--- src/itf_pkg.sv ---
// Package of constants and types for the instruction trace fault logic
package itf_pkg;
   // Mode and event bit positions inside a 7-bit group
   localparam int MODE_INSTR = 0;
   localparam int MODE_BRANCH = 1;
   localparam int MODE_CALL = 2;
   localparam int MODE_RETURN = 3;
   localparam int MODE_PRERET = 4;
   localparam int MODE_SUPER = 5;
   localparam int MODE_BKPT = 6;
   localparam int NUM_MODES = 7;
   // Trace-controls word layout: modes at 1..7, events at 17..23
   localparam int TC_MODE_LSB = 1;
   localparam int TC_EVENT_LSB = 17;
   // Frame register bit positions
   localparam int FRAME_TRACE_BIT = 0;
   localparam int FRAME_PRERET_BIT = 3;
   // Supervisor stack word trace-control bit
   localparam int SSP_TRACE_BIT = 0;
   // Table entry type for a supervisor procedure
   localparam logic [1:0] ENTRY_SUPER = 2'h3;
   // Return-status values that mark a return from supervisor mode
   localparam logic [2:0] RSTAT_SUPER_A = 3'h2;
   localparam logic [2:0] RSTAT_SUPER_B = 3'h3;
   // Number of breakpoint registers
   localparam int NUM_BKPT = 2;
   localparam logic [6:0] FLAGS_ZERO = 7'h00;
   localparam logic [31:0] WORD_ZERO = 32'h0000_0000;

   // Retired-instruction description from the execution unit
   typedef struct packed {
      logic valid;            // One instruction retires this cycle
      logic [31:0] ip;        // Its instruction pointer
      logic branch_taken;     // Plain branch that branched
      logic call;             // Local or extended call
      logic call_sys;         // System call
      logic [1:0] entry_type; // Table entry type of a system call
      logic bal;              // Branch-and-link
      logic implicit_call;    // Entry to a fault or interrupt handler
      logic ret;              // Return instruction
      logic [2:0] ret_status; // Return-status of the frame being left
      logic frame_preret;     // Prereturn flag of the frame being left
      logic mark;             // Plain marker instruction
      logic fmark;            // Forced marker instruction
   } itf_instr_s;

   // Trace-control word write from software
   typedef struct packed {
      logic valid;       // Write strobe
      logic [31:0] mask; // Bits to modify
      logic [31:0] data; // New values of modified bits
   } itf_tcw_s;

   // Event flag group
   typedef logic [6:0] itf_flags_t;

   // Boundary-check state
   typedef enum logic [1:0] {ITF_IDLE, ITF_PRERET} itf_state_e;
endpackage

--- src/itf_event_detect.sv ---
// Combinational trace event classifier for one retired instruction
module itf_event_detect
   import itf_pkg::*;
(
   input wire itf_instr_s instr,        // Retiring instruction
   input wire itf_flags_t modes,        // Enabled trace modes
   input wire logic bkpt_hit,           // Breakpoint register match
   output itf_flags_t events,           // Events raised, non-prereturn
   output logic preret_event,           // Prereturn event before return
   output logic set_frame_preret        // Set prereturn flag in frame
);
   logic sys_super;
   // Classify the instruction into event flags
   always_comb begin
      sys_super = instr.call_sys && (instr.entry_type == ENTRY_SUPER);
      events = FLAGS_ZERO;
      preret_event = 1'b0;
      set_frame_preret = 1'b0;
      if (instr.valid) begin
         events[MODE_INSTR] = modes[MODE_INSTR]; // see [RULE6]
         events[MODE_BRANCH] = modes[MODE_BRANCH] && instr.branch_taken; // see [RULE7]
         events[MODE_CALL] = modes[MODE_CALL]
            && (instr.call || instr.call_sys || instr.bal); // see [RULE8]
         events[MODE_RETURN] = modes[MODE_RETURN] && instr.ret; // see [RULE11]
         events[MODE_SUPER] = modes[MODE_SUPER] && (sys_super || (instr.ret
            && (instr.ret_status == RSTAT_SUPER_A
            || instr.ret_status == RSTAT_SUPER_B))); // see [RULE14]
         events[MODE_BKPT] = instr.fmark
            || (modes[MODE_BKPT] && (instr.mark || bkpt_hit)); // see [RULE15] [RULE16] [RULE17]
         preret_event = modes[MODE_PRERET] && instr.ret && instr.frame_preret; // see [RULE12]
      end
      // Implicit handler entry counts as a call
      if (instr.implicit_call && modes[MODE_CALL]) begin
         events[MODE_CALL] = 1'b1; // see [RULE9]
      end
      set_frame_preret = events[MODE_CALL]; // see [RULE10]
   end
endmodule

--- src/itf_bkpt_regs.sv ---
// Two breakpoint registers loaded by interprocessor message
module itf_bkpt_regs
   import itf_pkg::*;
(
   input wire logic clock,            // Processor clock
   input wire logic rst_n,            // Synchronous reset, active low
   input wire logic msg_valid,        // Message strobe
   input wire logic msg_sel,          // Which breakpoint register
   input wire logic [31:0] msg_ip,    // Pointer to load
   input wire logic [31:0] ip,        // Pointer to compare
   output logic hit                   // Match against either register
);
   logic [31:0] bkpt [NUM_BKPT];      // Breakpoint storage
   logic [NUM_BKPT-1:0] armed;        // Register holds a loaded pointer
   // Load a breakpoint by message
   always_ff @(posedge clock) begin
      if (!rst_n) begin
         bkpt[0] <= WORD_ZERO;
         bkpt[1] <= WORD_ZERO;
         armed <= '0;
      end else if (msg_valid) begin
         bkpt[msg_sel] <= msg_ip; // see [RULE17]
         armed[msg_sel] <= 1'b1;
      end
   end
   // Compare the retiring pointer
   always_comb begin
      hit = (armed[0] && bkpt[0] == ip) || (armed[1] && bkpt[1] == ip); // see [RULE17]
   end
endmodule

--- src/itf_trace_unit.sv ---
// Instruction trace fault logic: flags, pending, fault signalling
//
// Behaviour
// [RULE1] Trace-enable set turns events into faults
// [RULE2] Check pending before each instruction, then fault
// [RULE3] Supervisor call saves enable into frame bit0
// [RULE4] Supervisor call loads enable from stack word
// [RULE5] Supervisor return restores enable from frame
// [RULE6] Instruction mode traces every instruction
// [RULE7] Branch mode traces only taken plain branches
// [RULE8] Call mode traces calls and branch-and-link
// [RULE9] Implicit handler calls also raise call trace
// [RULE10] Call event sets frame prereturn flag bit3
// [RULE11] Return mode traces every return
// [RULE12] Prereturn mode traces flagged returns beforehand
// [RULE13] Prereturn faults after coinciding other event
// [RULE14] Supervisor mode traces supervisor calls and returns
// [RULE15] Breakpoint mode traces plain marker
// [RULE16] Forced marker always raises breakpoint event
// [RULE17] Two message-loaded breakpoint registers match pointers
// [RULE18] Software installs trace handler with tracing off
// [RULE19] Event sets every matching flag and pending
// [RULE20] Faults act only between instructions
// [RULE21] Enable clear: flags set, pending untouched
// [RULE22] Software sets modes then enable, never pending
// [RULE23] Simultaneous events signal highest precedence first
// [RULE24] Pending without enable clears event flags
// [RULE25] Own bit per mode and event, reset clear
module itf_trace_unit
   import itf_pkg::*;
(
   input wire logic clock,              // 200 MHz processor clock
   input wire logic rst_n,              // Synchronous reset, active low
   input wire itf_instr_s instr,        // Retiring instruction info
   input wire logic boundary,           // Next instruction about to start
   input wire itf_tcw_s tc_write,       // Trace-controls modify request
   input wire logic pc_write,           // Software write of process controls
   input wire logic pc_enable_in,       // Enable value written by software
   input wire logic [31:0] ssp_word,    // Supervisor-stack-pointer word
   input wire logic msg_valid,          // Breakpoint message strobe
   input wire logic msg_sel,            // Breakpoint register select
   input wire logic [31:0] msg_ip,      // Breakpoint pointer
   output logic [31:0] trace_controls,  // Internal trace-controls word
   output logic trace_enable,           // Trace-enable flag
   output logic fault_pending,          // Trace-fault-pending flag
   output logic trace_fault,            // One-cycle trace fault signal
   output itf_flags_t fault_kind,       // Highest-precedence event flags
   output logic frame_trace_set,        // Write frame trace bit0 now
   output logic frame_trace_val,        // Value for frame trace bit0
   output logic frame_preret_set        // Set frame prereturn bit3 now
);
   itf_flags_t modes;                   // Mode flags
   itf_flags_t events;                  // Event flags
   itf_flags_t new_events;              // Events from current instruction
   logic new_preret;                    // Prereturn event detected
   logic preret_held;                   // Prereturn deferred behind another
   logic set_preret_flag;               // Frame prereturn request
   logic bkpt_hit;                      // Breakpoint match
   logic sys_super;                     // Supervisor system call
   logic sup_return;                    // Return from supervisor mode
   itf_state_e state;                   // Boundary sequencing state
   itf_flags_t next_kind;               // Precedence selection
   itf_flags_t raised;                  // New events plus prereturn flag
   logic frame_saved;                   // Saved trace bit of return frame

   // Breakpoint registers
   itf_bkpt_regs u_bkpt (
      .clock(clock),
      .rst_n(rst_n),
      .msg_valid(msg_valid),
      .msg_sel(msg_sel),
      .msg_ip(msg_ip),
      .ip(instr.ip),
      .hit(bkpt_hit)
   );

   // Event classifier
   itf_event_detect u_detect (
      .instr(instr),
      .modes(modes),
      .bkpt_hit(bkpt_hit && instr.valid),
      .events(new_events),
      .preret_event(new_preret),
      .set_frame_preret(set_preret_flag)
   );

   // Precedence pick: supervisor, then breakpoint group, then instruction
   // Prereturn is left out: it always gets a fault of its own
   function automatic itf_flags_t pick(input itf_flags_t ev);
      itf_flags_t r;
      itf_flags_t np;
      np = ev & ~(itf_flags_t'(1) << MODE_PRERET);
      r = FLAGS_ZERO;
      if (np[MODE_SUPER]) begin
         r[MODE_SUPER] = 1'b1;
      end else if (np[MODE_BKPT] || np[MODE_BRANCH] || np[MODE_CALL]
                   || np[MODE_RETURN]) begin
         r = np & ~(itf_flags_t'(1) << MODE_INSTR);
      end else begin
         r = np;
      end
      return r;
   endfunction

   // Supervisor call and return detection
   always_comb begin
      sys_super = instr.valid && instr.call_sys && instr.entry_type == ENTRY_SUPER;
      sup_return = instr.valid && instr.ret
         && (instr.ret_status == RSTAT_SUPER_A || instr.ret_status == RSTAT_SUPER_B);
      next_kind = pick(events);                       // see [RULE23]
      raised = new_events;
      raised[MODE_PRERET] = new_preret;               // see [RULE19] [RULE21]
   end

   // Mode flags: software modify only, cleared at reset
   always_ff @(posedge clock) begin
      if (!rst_n) begin
         modes <= FLAGS_ZERO;                         // see [RULE25]
      end else if (tc_write.valid) begin
         modes <= (modes & ~tc_write.mask[TC_MODE_LSB +: NUM_MODES])
            | (tc_write.data[TC_MODE_LSB +: NUM_MODES]
            & tc_write.mask[TC_MODE_LSB +: NUM_MODES]);
      end
   end

   // Event flags: hardware set wins over any clear
   always_ff @(posedge clock) begin
      if (!rst_n) begin
         events <= FLAGS_ZERO;                        // see [RULE25]
      end else if (boundary && fault_pending && !trace_enable) begin
         events <= raised;                            // see [RULE24]
      end else if (tc_write.valid) begin
         events <= ((events & ~tc_write.mask[TC_EVENT_LSB +: NUM_MODES])
            | (tc_write.data[TC_EVENT_LSB +: NUM_MODES]
            & tc_write.mask[TC_EVENT_LSB +: NUM_MODES])) | raised;
      end else if (boundary && state == ITF_IDLE && fault_pending
                   && (!preret_held || ~|next_kind)) begin
         events <= raised;                            // Delivered, start fresh
      end else if (boundary && state == ITF_PRERET) begin
         events <= raised;
      end else begin
         events <= events | raised;                   // see [RULE19] [RULE21]
      end
   end

   // Trace-enable: supervisor save/load/restore, software writes
   always_ff @(posedge clock) begin
      if (!rst_n) begin
         trace_enable <= 1'b0;
      end else if (sys_super) begin
         trace_enable <= ssp_word[SSP_TRACE_BIT];      // see [RULE4]
      end else if (sup_return) begin
         trace_enable <= frame_saved;                  // see [RULE5]
      end else if (pc_write) begin
         trace_enable <= pc_enable_in;
      end
   end

   // Copy of enable saved on the most recent supervisor call
   always_ff @(posedge clock) begin
      if (!rst_n) begin
         frame_saved <= 1'b0;
      end else if (sys_super) begin
         frame_saved <= trace_enable;                  // see [RULE3]
      end
   end

   // Frame register write requests
   always_ff @(posedge clock) begin
      if (!rst_n) begin
         frame_trace_set <= 1'b0;
         frame_trace_val <= 1'b0;
         frame_preret_set <= 1'b0;
      end else begin
         frame_trace_set <= sys_super;                 // see [RULE3]
         frame_trace_val <= trace_enable;
         frame_preret_set <= set_preret_flag;          // see [RULE10]
      end
   end

   // Pending flag: set by enabled events, consumed at a boundary
   always_ff @(posedge clock) begin
      if (!rst_n) begin
         fault_pending <= 1'b0;
      end else if (trace_enable && (|new_events || new_preret)) begin
         fault_pending <= 1'b1;                        // see [RULE1] [RULE19] [RULE20]
      end else if (boundary && state == ITF_IDLE && fault_pending) begin
         // A second fault only when a non-prereturn fault goes first
         fault_pending <= preret_held && trace_enable && (|next_kind); // see [RULE13]
      end else if (boundary && state == ITF_PRERET) begin
         fault_pending <= 1'b0;
      end
   end

   // Prereturn held behind another event for a second fault
   always_ff @(posedge clock) begin
      if (!rst_n) begin
         preret_held <= 1'b0;
      end else if (new_preret && trace_enable) begin
         preret_held <= 1'b1;                          // see [RULE12]
      end else if (boundary && state == ITF_PRERET) begin
         preret_held <= 1'b0;
      end else if (boundary && state == ITF_IDLE && fault_pending && ~|next_kind) begin
         preret_held <= 1'b0;                          // Lone prereturn delivered
      end else if (boundary && fault_pending && !trace_enable) begin
         preret_held <= 1'b0;
      end
   end

   // Boundary sequencing and fault signal
   always_ff @(posedge clock) begin
      if (!rst_n) begin
         state <= ITF_IDLE;
         trace_fault <= 1'b0;
         fault_kind <= FLAGS_ZERO;
      end else begin
         trace_fault <= 1'b0;
         case (state)
            ITF_IDLE: begin
               if (boundary && fault_pending && trace_enable) begin
                  trace_fault <= 1'b1;                  // see [RULE2] [RULE20]
                  if (|next_kind) begin
                     fault_kind <= next_kind;           // see [RULE23]
                     if (preret_held) begin
                        state <= ITF_PRERET;            // see [RULE13]
                     end
                  end else begin
                     fault_kind <= itf_flags_t'(1) << MODE_PRERET;
                  end
               end
            end
            ITF_PRERET: begin
               if (boundary && trace_enable) begin
                  trace_fault <= 1'b1;                  // see [RULE13]
                  fault_kind <= itf_flags_t'(1) << MODE_PRERET;
                  state <= ITF_IDLE;
               end else if (boundary) begin
                  state <= ITF_IDLE;
               end
            end
            default: begin
               state <= ITF_IDLE;
            end
         endcase
      end
   end

   // Trace-controls word image
   always_ff @(posedge clock) begin
      if (!rst_n) begin
         trace_controls <= WORD_ZERO;                   // see [RULE25]
      end else begin
         trace_controls <= WORD_ZERO;
         trace_controls[TC_MODE_LSB +: NUM_MODES] <= modes;
         trace_controls[TC_EVENT_LSB +: NUM_MODES] <= events;
      end
   end

   // Pending rises only with an enabled event
   a_pend_cause: assert property (@(posedge clock) disable iff (!rst_n)
      $rose(fault_pending) |-> $past(trace_enable)) // see [RULE21]
      else $error("pending set without enable");
   a_fault_boundary: assert property (@(posedge clock) disable iff (!rst_n)
      trace_fault |-> $past(boundary)) // see [RULE20]
      else $error("fault outside boundary");
   a_fault_pending: assert property (@(posedge clock) disable iff (!rst_n)
      boundary && fault_pending && trace_enable && state == ITF_IDLE |=> trace_fault) // see [RULE2]
      else $error("pending fault not signalled");
   a_preret_twice: assert property (@(posedge clock) disable iff (!rst_n)
      state == ITF_PRERET && boundary && trace_enable |=> trace_fault
      && fault_kind[MODE_PRERET]) // see [RULE13]
      else $error("second prereturn fault missing");
   a_super_load: assert property (@(posedge clock) disable iff (!rst_n)
      sys_super |=> trace_enable == $past(ssp_word[SSP_TRACE_BIT])) // see [RULE4]
      else $error("enable not loaded from stack word");
   a_super_save: assert property (@(posedge clock) disable iff (!rst_n)
      sys_super |=> frame_trace_set && frame_trace_val == $past(trace_enable)) // see [RULE3]
      else $error("enable not saved");
   a_super_restore: assert property (@(posedge clock) disable iff (!rst_n)
      sup_return && !sys_super |=> trace_enable == $past(frame_saved)) // see [RULE5]
      else $error("enable not restored");
   a_instr_event: assert property (@(posedge clock) disable iff (!rst_n)
      instr.valid && modes[MODE_INSTR] && !tc_write.valid |=> events[MODE_INSTR]
      || $past(boundary)) // see [RULE6]
      else $error("instruction event lost");
   a_fmark_event: assert property (@(posedge clock) disable iff (!rst_n)
      instr.valid && instr.fmark |=> events[MODE_BKPT]) // see [RULE16]
      else $error("forced marker event lost");
   a_preret_mark: assert property (@(posedge clock) disable iff (!rst_n)
      instr.valid && instr.bal && modes[MODE_CALL] |=> frame_preret_set) // see [RULE10]
      else $error("prereturn flag not set");
   a_clear_disabled: assert property (@(posedge clock) disable iff (!rst_n)
      boundary && fault_pending && !trace_enable && !instr.valid && !instr.implicit_call
      |=> events == FLAGS_ZERO
      && !trace_fault) // see [RULE24]
      else $error("events not cleared");
   c_fault: cover property (@(posedge clock) disable iff (!rst_n) trace_fault);
   c_double: cover property (@(posedge clock) disable iff (!rst_n)
      trace_fault ##[1:20] trace_fault && fault_kind[MODE_PRERET]);
   c_super: cover property (@(posedge clock) disable iff (!rst_n) sys_super);
   c_bkpt: cover property (@(posedge clock) disable iff (!rst_n) bkpt_hit && instr.valid);
endmodule

--- config.mk ---
export PLATFORM = sky130hd
export DESIGN_NAME = itf_trace_unit
export DESIGN_NICKNAME = d
export VERILOG_FILES = /design/src/itf_pkg.sv /design/src/itf_event_detect.sv /design/src/itf_bkpt_regs.sv /design/src/itf_trace_unit.sv
export SDC_FILE = /design/constraint.sdc
export NUM_CORES = 1
export LEC_CHECK = 0
export BUFFER_PORTS_ARGS = -buffer_cell sky130_fd_sc_hd__buf_2
export CAP_MARGIN = 25
export CELL_PAD_IN_SITES_DETAIL_PLACEMENT = 1
export CELL_PAD_IN_SITES_GLOBAL_PLACEMENT = 2
export CORE_UTILIZATION = 28
export DETAILED_ROUTE_END_ITERATION = 12
export PLACE_DENSITY = 0.79
export SLEW_MARGIN = 30
export SYNTH_ARGS = -nofsm -noshare
export SYNTH_HDL_FRONTEND = slang
export SYNTH_HIERARCHICAL = 1
export SYNTH_SLANG_ARGS = --single-unit
--- constraint.sdc ---
create_clock -name clock -period 4.5 [get_ports clock]
set_clock_uncertainty 0.05 [all_clocks]
set_input_delay 0.45 -clock clock [delete_from_list [all_inputs] [get_ports clock]]
set_output_delay 0.45 -clock clock [all_outputs]
set_load 0.005 [all_outputs]
* Word level (Yosys, flattened, before mapping)
Memory sizes are Yosys's and may differ from the RTL's. Index checks and enable logic that the tools add are counted.
Cells by class: $lt $le $gt $ge 2, equal/unequal tests 11, mux-type cells 44, bitwise operators 11, reduce and logical (&&, ||, !) cells 56
Operators by type and width (count):
- $eq A32 B32 Y1 | 2
- $mux W7 | 7
- $mux W32 | 1
- $reduce_or A32 Y1 | 1
- $logic_and A1 B1 Y1 | 31
- $and A7 B7 Y7 | 4
- $or A7 B7 Y7 | 4
- $mux W1 | 24
- $not A7 Y7 | 2
- $pmux W7 S2 | 1
- $logic_or A1 B1 Y1 | 12
- $mux W2 | 6
- $mux W4 | 2
- $reduce_or A7 Y1 | 1
- $eq A3 B2 Y1 const B | 2
- $ne A2 B1 Y1 const B | 3
- $reduce_bool A3 Y1 | 2
- $reduce_or A6 Y1 | 1
- $pmux W2 S2 | 1
- $reduce_and A4 Y1 | 1
- $reduce_bool A4 Y1 | 1
- $logic_not A1 Y1 | 3
- $ne A3 B2 Y1 const B | 1
- $reduce_and A3 Y1 | 1
- other kinds (10) | 10
Word-level totals: register bits 65, memory bits (writable) 64, bits of input ports 183, output and inout bits 45, logic and storage cells 140, memories 1
Memory list:
- u_bkpt.bkpt | words 2, width 32, read ports 2, clocked after memory_dff 0, wr ports 2, line itf_bkpt_regs.sv:13 | logic [31:0] bkpt [NUM_BKPT];

* Logic depth before layout (Yosys ltp)
Gate-level depths: netlist of the first run. An unclocked memory read counts as a cell.
word-level depth 14, gate-level depth with buffers 11, depth with buffers taken out 11

* Modules after synthesis
The synthesis of the first run kept the hierarchy.
Modules (own cells, without submodules):
- itf_bkpt_regs | times used 1, cells each 231, area each 3129.3 um^2, sequential area each 1961.9 um^2
- itf_trace_unit | times used 1, cells each 195, area each 1866.8 um^2, sequential area each 880.8 um^2
- itf_event_detect | times used 1, cells each 16, area each 103.8 um^2, sequential area each 0.0 um^2

* Worst setup path before layout of the first run
OpenSTA, ideal clock, no wires.
kind input-to-reg, start point input rst_n, end point memory u_bkpt.bkpt[0][0] (enable), setup time 0.466 ns, data arrival time 2.791 ns, required time 3.984 ns, slack 1.193 ns, stages on the path 2, buffers on the path 0, path through nand2_1 > o21ai_0
RTL lines:
- from (decl) | line itf_trace_unit.sv:33 | input wire logic rst_n,
- to (decl) | line itf_bkpt_regs.sv:13

==> results.toml, run 1 <==
[outcome]
status = "finished clean"

[sta]
tns_ns = 0
min_period_ns = 2.42
tightest_slew_ns = 0.674
finalCritPeriodShare_pct = 53.7
slew_violations = 0
relSlewSlack_pct = 54.7
fmax_mhz = 414
hold_viol = 0
setup_viol = 0
rsz0062_at_grt = "false"
worst_hold_slack_ns = 0.293

[hold_path]
worstHoldPathCells = 3
hold_path_class = "input pin to register"
hp-start = "tc_write[3]"

[worst_setup_path]
r2r-start = "u_bkpt/bkpt[0][29]"
path_max_fanout = 2
worstPathRequired_ns = 4.75
endpoint_kind = "register"
worst-endpoint-arrival_ns = 2.66
path_class = "register to register"
timing.rr.end = "fault_pending"
ff2ff_setup_slack_ns = 2.08
crit_path_start_kind = "register"
r2r_cells = 11

[clock_network]
clkTransAtPathRegs_ns = 0.08
clkLatencyLatePin_ns = 0.36
cts_tree = "built"
cts_hold_buf = 0
post-cts-setup-buffer-count = 0
ctsResizeCount = 0
clock-sinks = 110
cts-root-buf = "clkbuf_16"
h-tree-depth = 3
cts_buffers = 9
ctsLongestPathBuffers = 2

[finish]
final_util_pct = 35.6
antenna_cells = 0
fillers = 2001
final_area_um2 = 6250
final_layout_size_suffix_gt1_share_pct = 31.2
syn_to_final_growth_pct = 22.6
multi_input_area_um2 = 2090
seq_area_um2 = 2840
final_cell_count_no_fill = 811
nets = 764

[global_routing]
grt_pass1_wl_um = 21200
grt_max_degree = 34
grt_overflow_total = 0
track_usage_pct = 15.3
antenna_found_initial = 0
grt_pass1_vias = 4058

[logic_synthesis]
yosys_register_bits = 110
syn_avg_cell_area_um2 = 11.5
ys_warn_count = 6
netlist_instances = 442
synth_area_um2 = 5100
ys_types = 43
yosysSeqAreaShare_pct = 55.7

[die]
dieHeight_um = 137
die_x_um = 137
die-area_um2 = 18800
num_rows = 48
io_pins = 228
coreArea_um2 = 17500
start_util_pct = 29.1

[drt]
vias_per_cell = 4.54
drtAntennaViolNets = 0
drtPass1Iterations = 4
drc = 0
initialDrtViolationCount = 112
wl_per_cell_um = 16.9
vias = 3685
routed_wl_um = 13700

[placed_design]
post_dp_cell_area_um2 = 5960
place_inst = 795
dpl.hpwl_um = 10400
gp_congestion = 0.745
io_buffers = 141

[pwr]
powerDensity_nw_per_um2 = 353
leakage_nw = 2.56
ir_drop_v = 0.000174

[flow_run]
maxCapViolCount = 0
power by group:
part           total [W]  internal [W]  switching (W)
Combinational   0.000248      0.000115       0.000134
Sequential       0.00116       0.00113      0.0000341
Clock           0.000795      0.000390       0.000404
area by class of cell:
type	count	area share, %
inverters	3	0.180
multi-input cells	312	33.4
clock inverters	7	1.02
flip-flops and latches	110	45.5
well taps	225	4.50
repair buffers	145	11.8
clock buffers	9	3.60
state kept, by name (all words and copies together), names as in the netlist, 2 cells and up, named ones only:
signal / count
events: 7
fault_kind: 7
trace_controls: 14
u_bkpt/armed: 2
u_bkpt/bkpt: 64
synthesized netlist by cell type:
cell             count  area, um^2
mux2i_1              2        20.0
nor4_1              11        68.8
nand2_1             30         113
nor2b_1              1        6.26
a221o_1              1        10.0
clkbuf_1             9        33.8
and2b_4              1        10.0
nor2_1              10        37.5
a21o_1               2        15.0
or4_4                2        22.5
conb_1               2        7.51
edfxtp_1            64        1920
nand4b_1             1        8.76
xnor2_1             34         298
and4_1               1        8.76
o31a_2               1        10.0
and2_1              80         500
and3_1               3        18.8
dfxtp_1             46         921
nand3_1             11        55.1
buf_2                1        5.00
nand4_1             11        68.8
a21oi_1             11        55.1
o21ai_0              4        20.0
inv_1                3        11.3
or3_2                7        52.6
o211ai_2             7        87.6
clkdlybuf4s50_2      1        11.3
nor3_1               5        25.0
nor4_2               1        12.5
a22o_1               6        52.6
a22oi_1              1        7.51
nand2b_1             1        6.26
o21a_1               2        15.0
o211ai_1             1        7.51
a32oi_1              7        61.3
nand3b_1             2        15.0
nor4b_1              2        17.5
buf_4               23         173
o22ai_1              2        12.5
xor2_1              30         263
o2111ai_4            1        26.3
and2_2               1        7.51
stage by stage:
step                total power, W  worst slack (ns)
global placement           0.00143              1.88
floorplan                  0.00133              1.19
detailed placement         0.00144              1.85
global route               0.00230              1.86
CTS                        0.00224              2.00
finish                     0.00221              2.08
metal layers:
| metal | wire [um] | GRT usage (%) | vias to the layer above |
|---|---|---|---|
| li1 | - | - | 1798 |
| met1 | 5790 | 17.6 | 1757 |
| met3 | 811 | 3.26 | 12 |
| met2 | 6920 | 27.4 | 118 |
| met5 | 0 | 0 | - |
| met4 | 185 | 5.86 | 0 |
layout by cell type, fill, tap and decap left out, drive strengths merged, types with 3 or more instances in the layout:
cell type and n:
o211ai 8, o21ai 4, inv 7, and2 81, dfxtp 46, buf 145
nand4 11, a22o 6, and3 3, nor4 12, nand3 11, a32oi 7
or3 7, nor3 5, xor2 30, nand2 30, clkbuf 9, edfxtp 64
nor2 10, conb 19, xnor2 34, a21oi 11
logic make-up after synthesis:
kind of cell | count (synthesis) | share of synthesized area [%]
AOI/OAI and AO/OA | 46 | 7.46
DFF | 110 | 55.7
and+or+nand+nor | 181 | 20.7
buffers and inverters | 37 | 4.59
muxes | 2 | 0.393
xor gates and xnor gates | 64 | 11.0
other | 2 | 0.147
worst max-delay path: stages (launching register included):
cell and delay, ns:
edfxtp_1 0.39, xnor2_1 0.20, nand4_1 0.17, nor4_1 0.31, nand4_1 0.16, o22ai_1 0.33, and2_1 0.18, o21a_1 0.12
o21a_1 0.15, nor4_1 0.07, a21oi_1 0.13, a221o_1 0.12
worst max path at each step:
stage                             from                end
global placement             instr[15]      fault_pending
floorplan                        rst_n  u_bkpt/bkpt[0][0]
global route         u_bkpt/bkpt[1][2]      fault_pending
detailed placement           instr[19]      fault_pending
CTS                 u_bkpt/bkpt[0][21]      fault_pending
finish              u_bkpt/bkpt[0][29]      fault_pending
(Power assumes the default switching activity.)
==> run 2, diff against run 1 <==
Clock period 4.5 ns to 2.53 ns, I/O delays scaled along.
==> run 2 against run 1 <==
  * Combinational power up 81%
  * Critical path depth shrank 1
  * Non-clock buffer count grew 4
  * Global-route usage hardly changed
  * Final area grew 0.68%
  * Final cell count up 0.62%
==> results.toml, run 2 (same netlist as run 1, synthesis figures left out) <==
[placed_design]
place_ws_ns = -0.00177
place_inst = 799
io_buffers = 141
dpl.hpwl_um = 10400
gp_congestion = 0.760

[drt]
drtPass1Iterations = 4
drtAntennaViolNets = 0
vias = 3693
drc = 0
initialDrtViolationCount = 90
wl_per_cell_um = 16.9
vias_per_cell = 4.53
routed_wl_um = 13800

[finish]
seq_area_um2 = 2840
nets = 768
fillers = 1998
multi_input_area_um2 = 2120
largest_reg_flops = 64
final_cell_count_no_fill = 816
final_layout_size_suffix_gt1_share_pct = 32.0
top_register = "u_bkpt/bkpt"
layout_commonest_cell = "buf_2"
top_regs = "u_bkpt/bkpt: 64 flops, trace_controls: 14 flops"
final_cell_mix = "buf_2, and2_1, edfxtp_1"
syn_to_final_growth_pct = 23.4

[clock_network]
cts-root-buf = "clkbuf_16"
cts_buffers = 9
clkLatencyLatePin_ns = 0.35
ctsLongestPathBuffers = 2
h-tree-depth = 3
post-cts-setup-buffer-count = 0
clkTransAtPathRegs_ns = 0.08
cts_tree = "built"
clock-sinks = 110
cts_hold_buf = 0

[global_routing]
grt_overflow_total = 0
antenna_found_initial = 0
grt_pass1_vias = 4141
grt_max_degree = 34
track_usage_pct = 15.3
grt_pass1_wl_um = 21100

[worst_setup_path]
worstPathRequired_ns = 2.72
path_class = "register to register"
worst-endpoint-arrival_ns = 2.55
endpoint_kind = "register"
path_max_fanout = 2
crit_path_start_kind = "register"

[die]
dieHeight_um = 137
die_x_um = 137
start_util_pct = 29.1
io_pins = 228
coreArea_um2 = 17500
die-area_um2 = 18800
num_rows = 48

[sta]
min_period_ns = 2.36
finalCritPeriodShare_pct = 93.3
setup_viol = 0
fin_ws_ns = 0.170
slew_violations = 0
relSlewSlack_pct = 52.7
rsz0062_at_grt = "false"
hold_viol = 0
fmax_mhz = 424
tightest_slew_ns = 0.703

[pwr]
ir_drop_v = 0.000383
powerDensity_nw_per_um2 = 615
leakage_nw = 2.57

[hold_path]
hold_path_class = "input pin to register"

[outcome]
status = "finished clean"

[flow_run]
maxCapViolCount = 0
==> run 2: cell types whose count changed in the layout (fill, tap and decap cells not counted), moves of 2 or more <==
cell	delta
buf_4	+4
clkinv_1	+2
inv_8	-3
nor4_1	-3
nor4_2	+3
==> run 2: report_power, final <==
group / leakage (nW) / switching, W / total [W] / internal (W)
registers: 1.00 / 0.0000606 / 0.00207 / 0.00201
clock network: 0.128 / 0.000677 / 0.00135 / 0.000672
logic: 1.44 / 0.000241 / 0.000450 / 0.000209
==> run 2: layer usage <==
layer	part of all wire (%)	wire length [um]	global-route usage (%)	up-vias
li1	-	-	-	1800
met1	42	5760	17.4	1764
met2	51	7010	28.1	118
met3	6.0	820	3.26	11
met4	1.2	160	4.76	0
met5	0	0	0	-
==> run 2: area by class of cell <==
cell class / count / share of cell area, %
diodes: 1 / 0.0398
clock buffers: 9 / 3.58
clock inverters: 7 / 0.775
inverters: 3 / 0.179
multi-input cells: 312 / 33.6
flip-flops and latches: 110 / 45.2
well taps: 225 / 4.47
repair buffers: 149 / 12.2
==> run 2: per-stage QoR <==
stage                     total power, W  hold slack [ns]  utilization [%]  cell area (um^2)  TNS [ns]
after floorplan                  0.00236            0.318                -              5160         0
after global placement           0.00255            0.383             34.2              5990         0
after detailed placement         0.00257            0.393             34.2              5990  -0.00177
after CTS                        0.00394           0.0836             35.8              6270         0
after global routing             0.00406            0.105             35.9              6290         0
final                            0.00387            0.104             35.9              6290         0
==> run 2: what timing repair did <==
action | 4_1_cts | 5_1_grt
resized for setup | 1 | 3
pin swaps | 0 | 1
endpoints found under the setup margin | 1 | 1
==> run 2: path summary, 6_finish.rpt <==
| kind | slack, ns | start | to | depth (start not counted) |
|---|---|---|---|---|
| max | 0.17 | u_bkpt/bkpt[1][1] | fault_pending | 10 |
| min | 0.10 | tc_write[4] | register | 3 |
| max reg2reg | 0.17 | u_bkpt/bkpt[1][1] | fault_pending | 10 |
| min reg2reg | 0.41 | u_bkpt/armed[0] | u_bkpt/armed[0] | 1 |
==> run 2: critical path, stage by stage, from the launching register on <==
cell,delay (ns)
edfxtp_1,0.39
xor2_1,0.27
nor4_1,0.12
nand3_1,0.14
o22ai_2,0.11
and2_1,0.17
o21a_1,0.18
o21a_1,0.20
nor4_2,0.21
a21oi_1,0.11
a221o_1,0.28
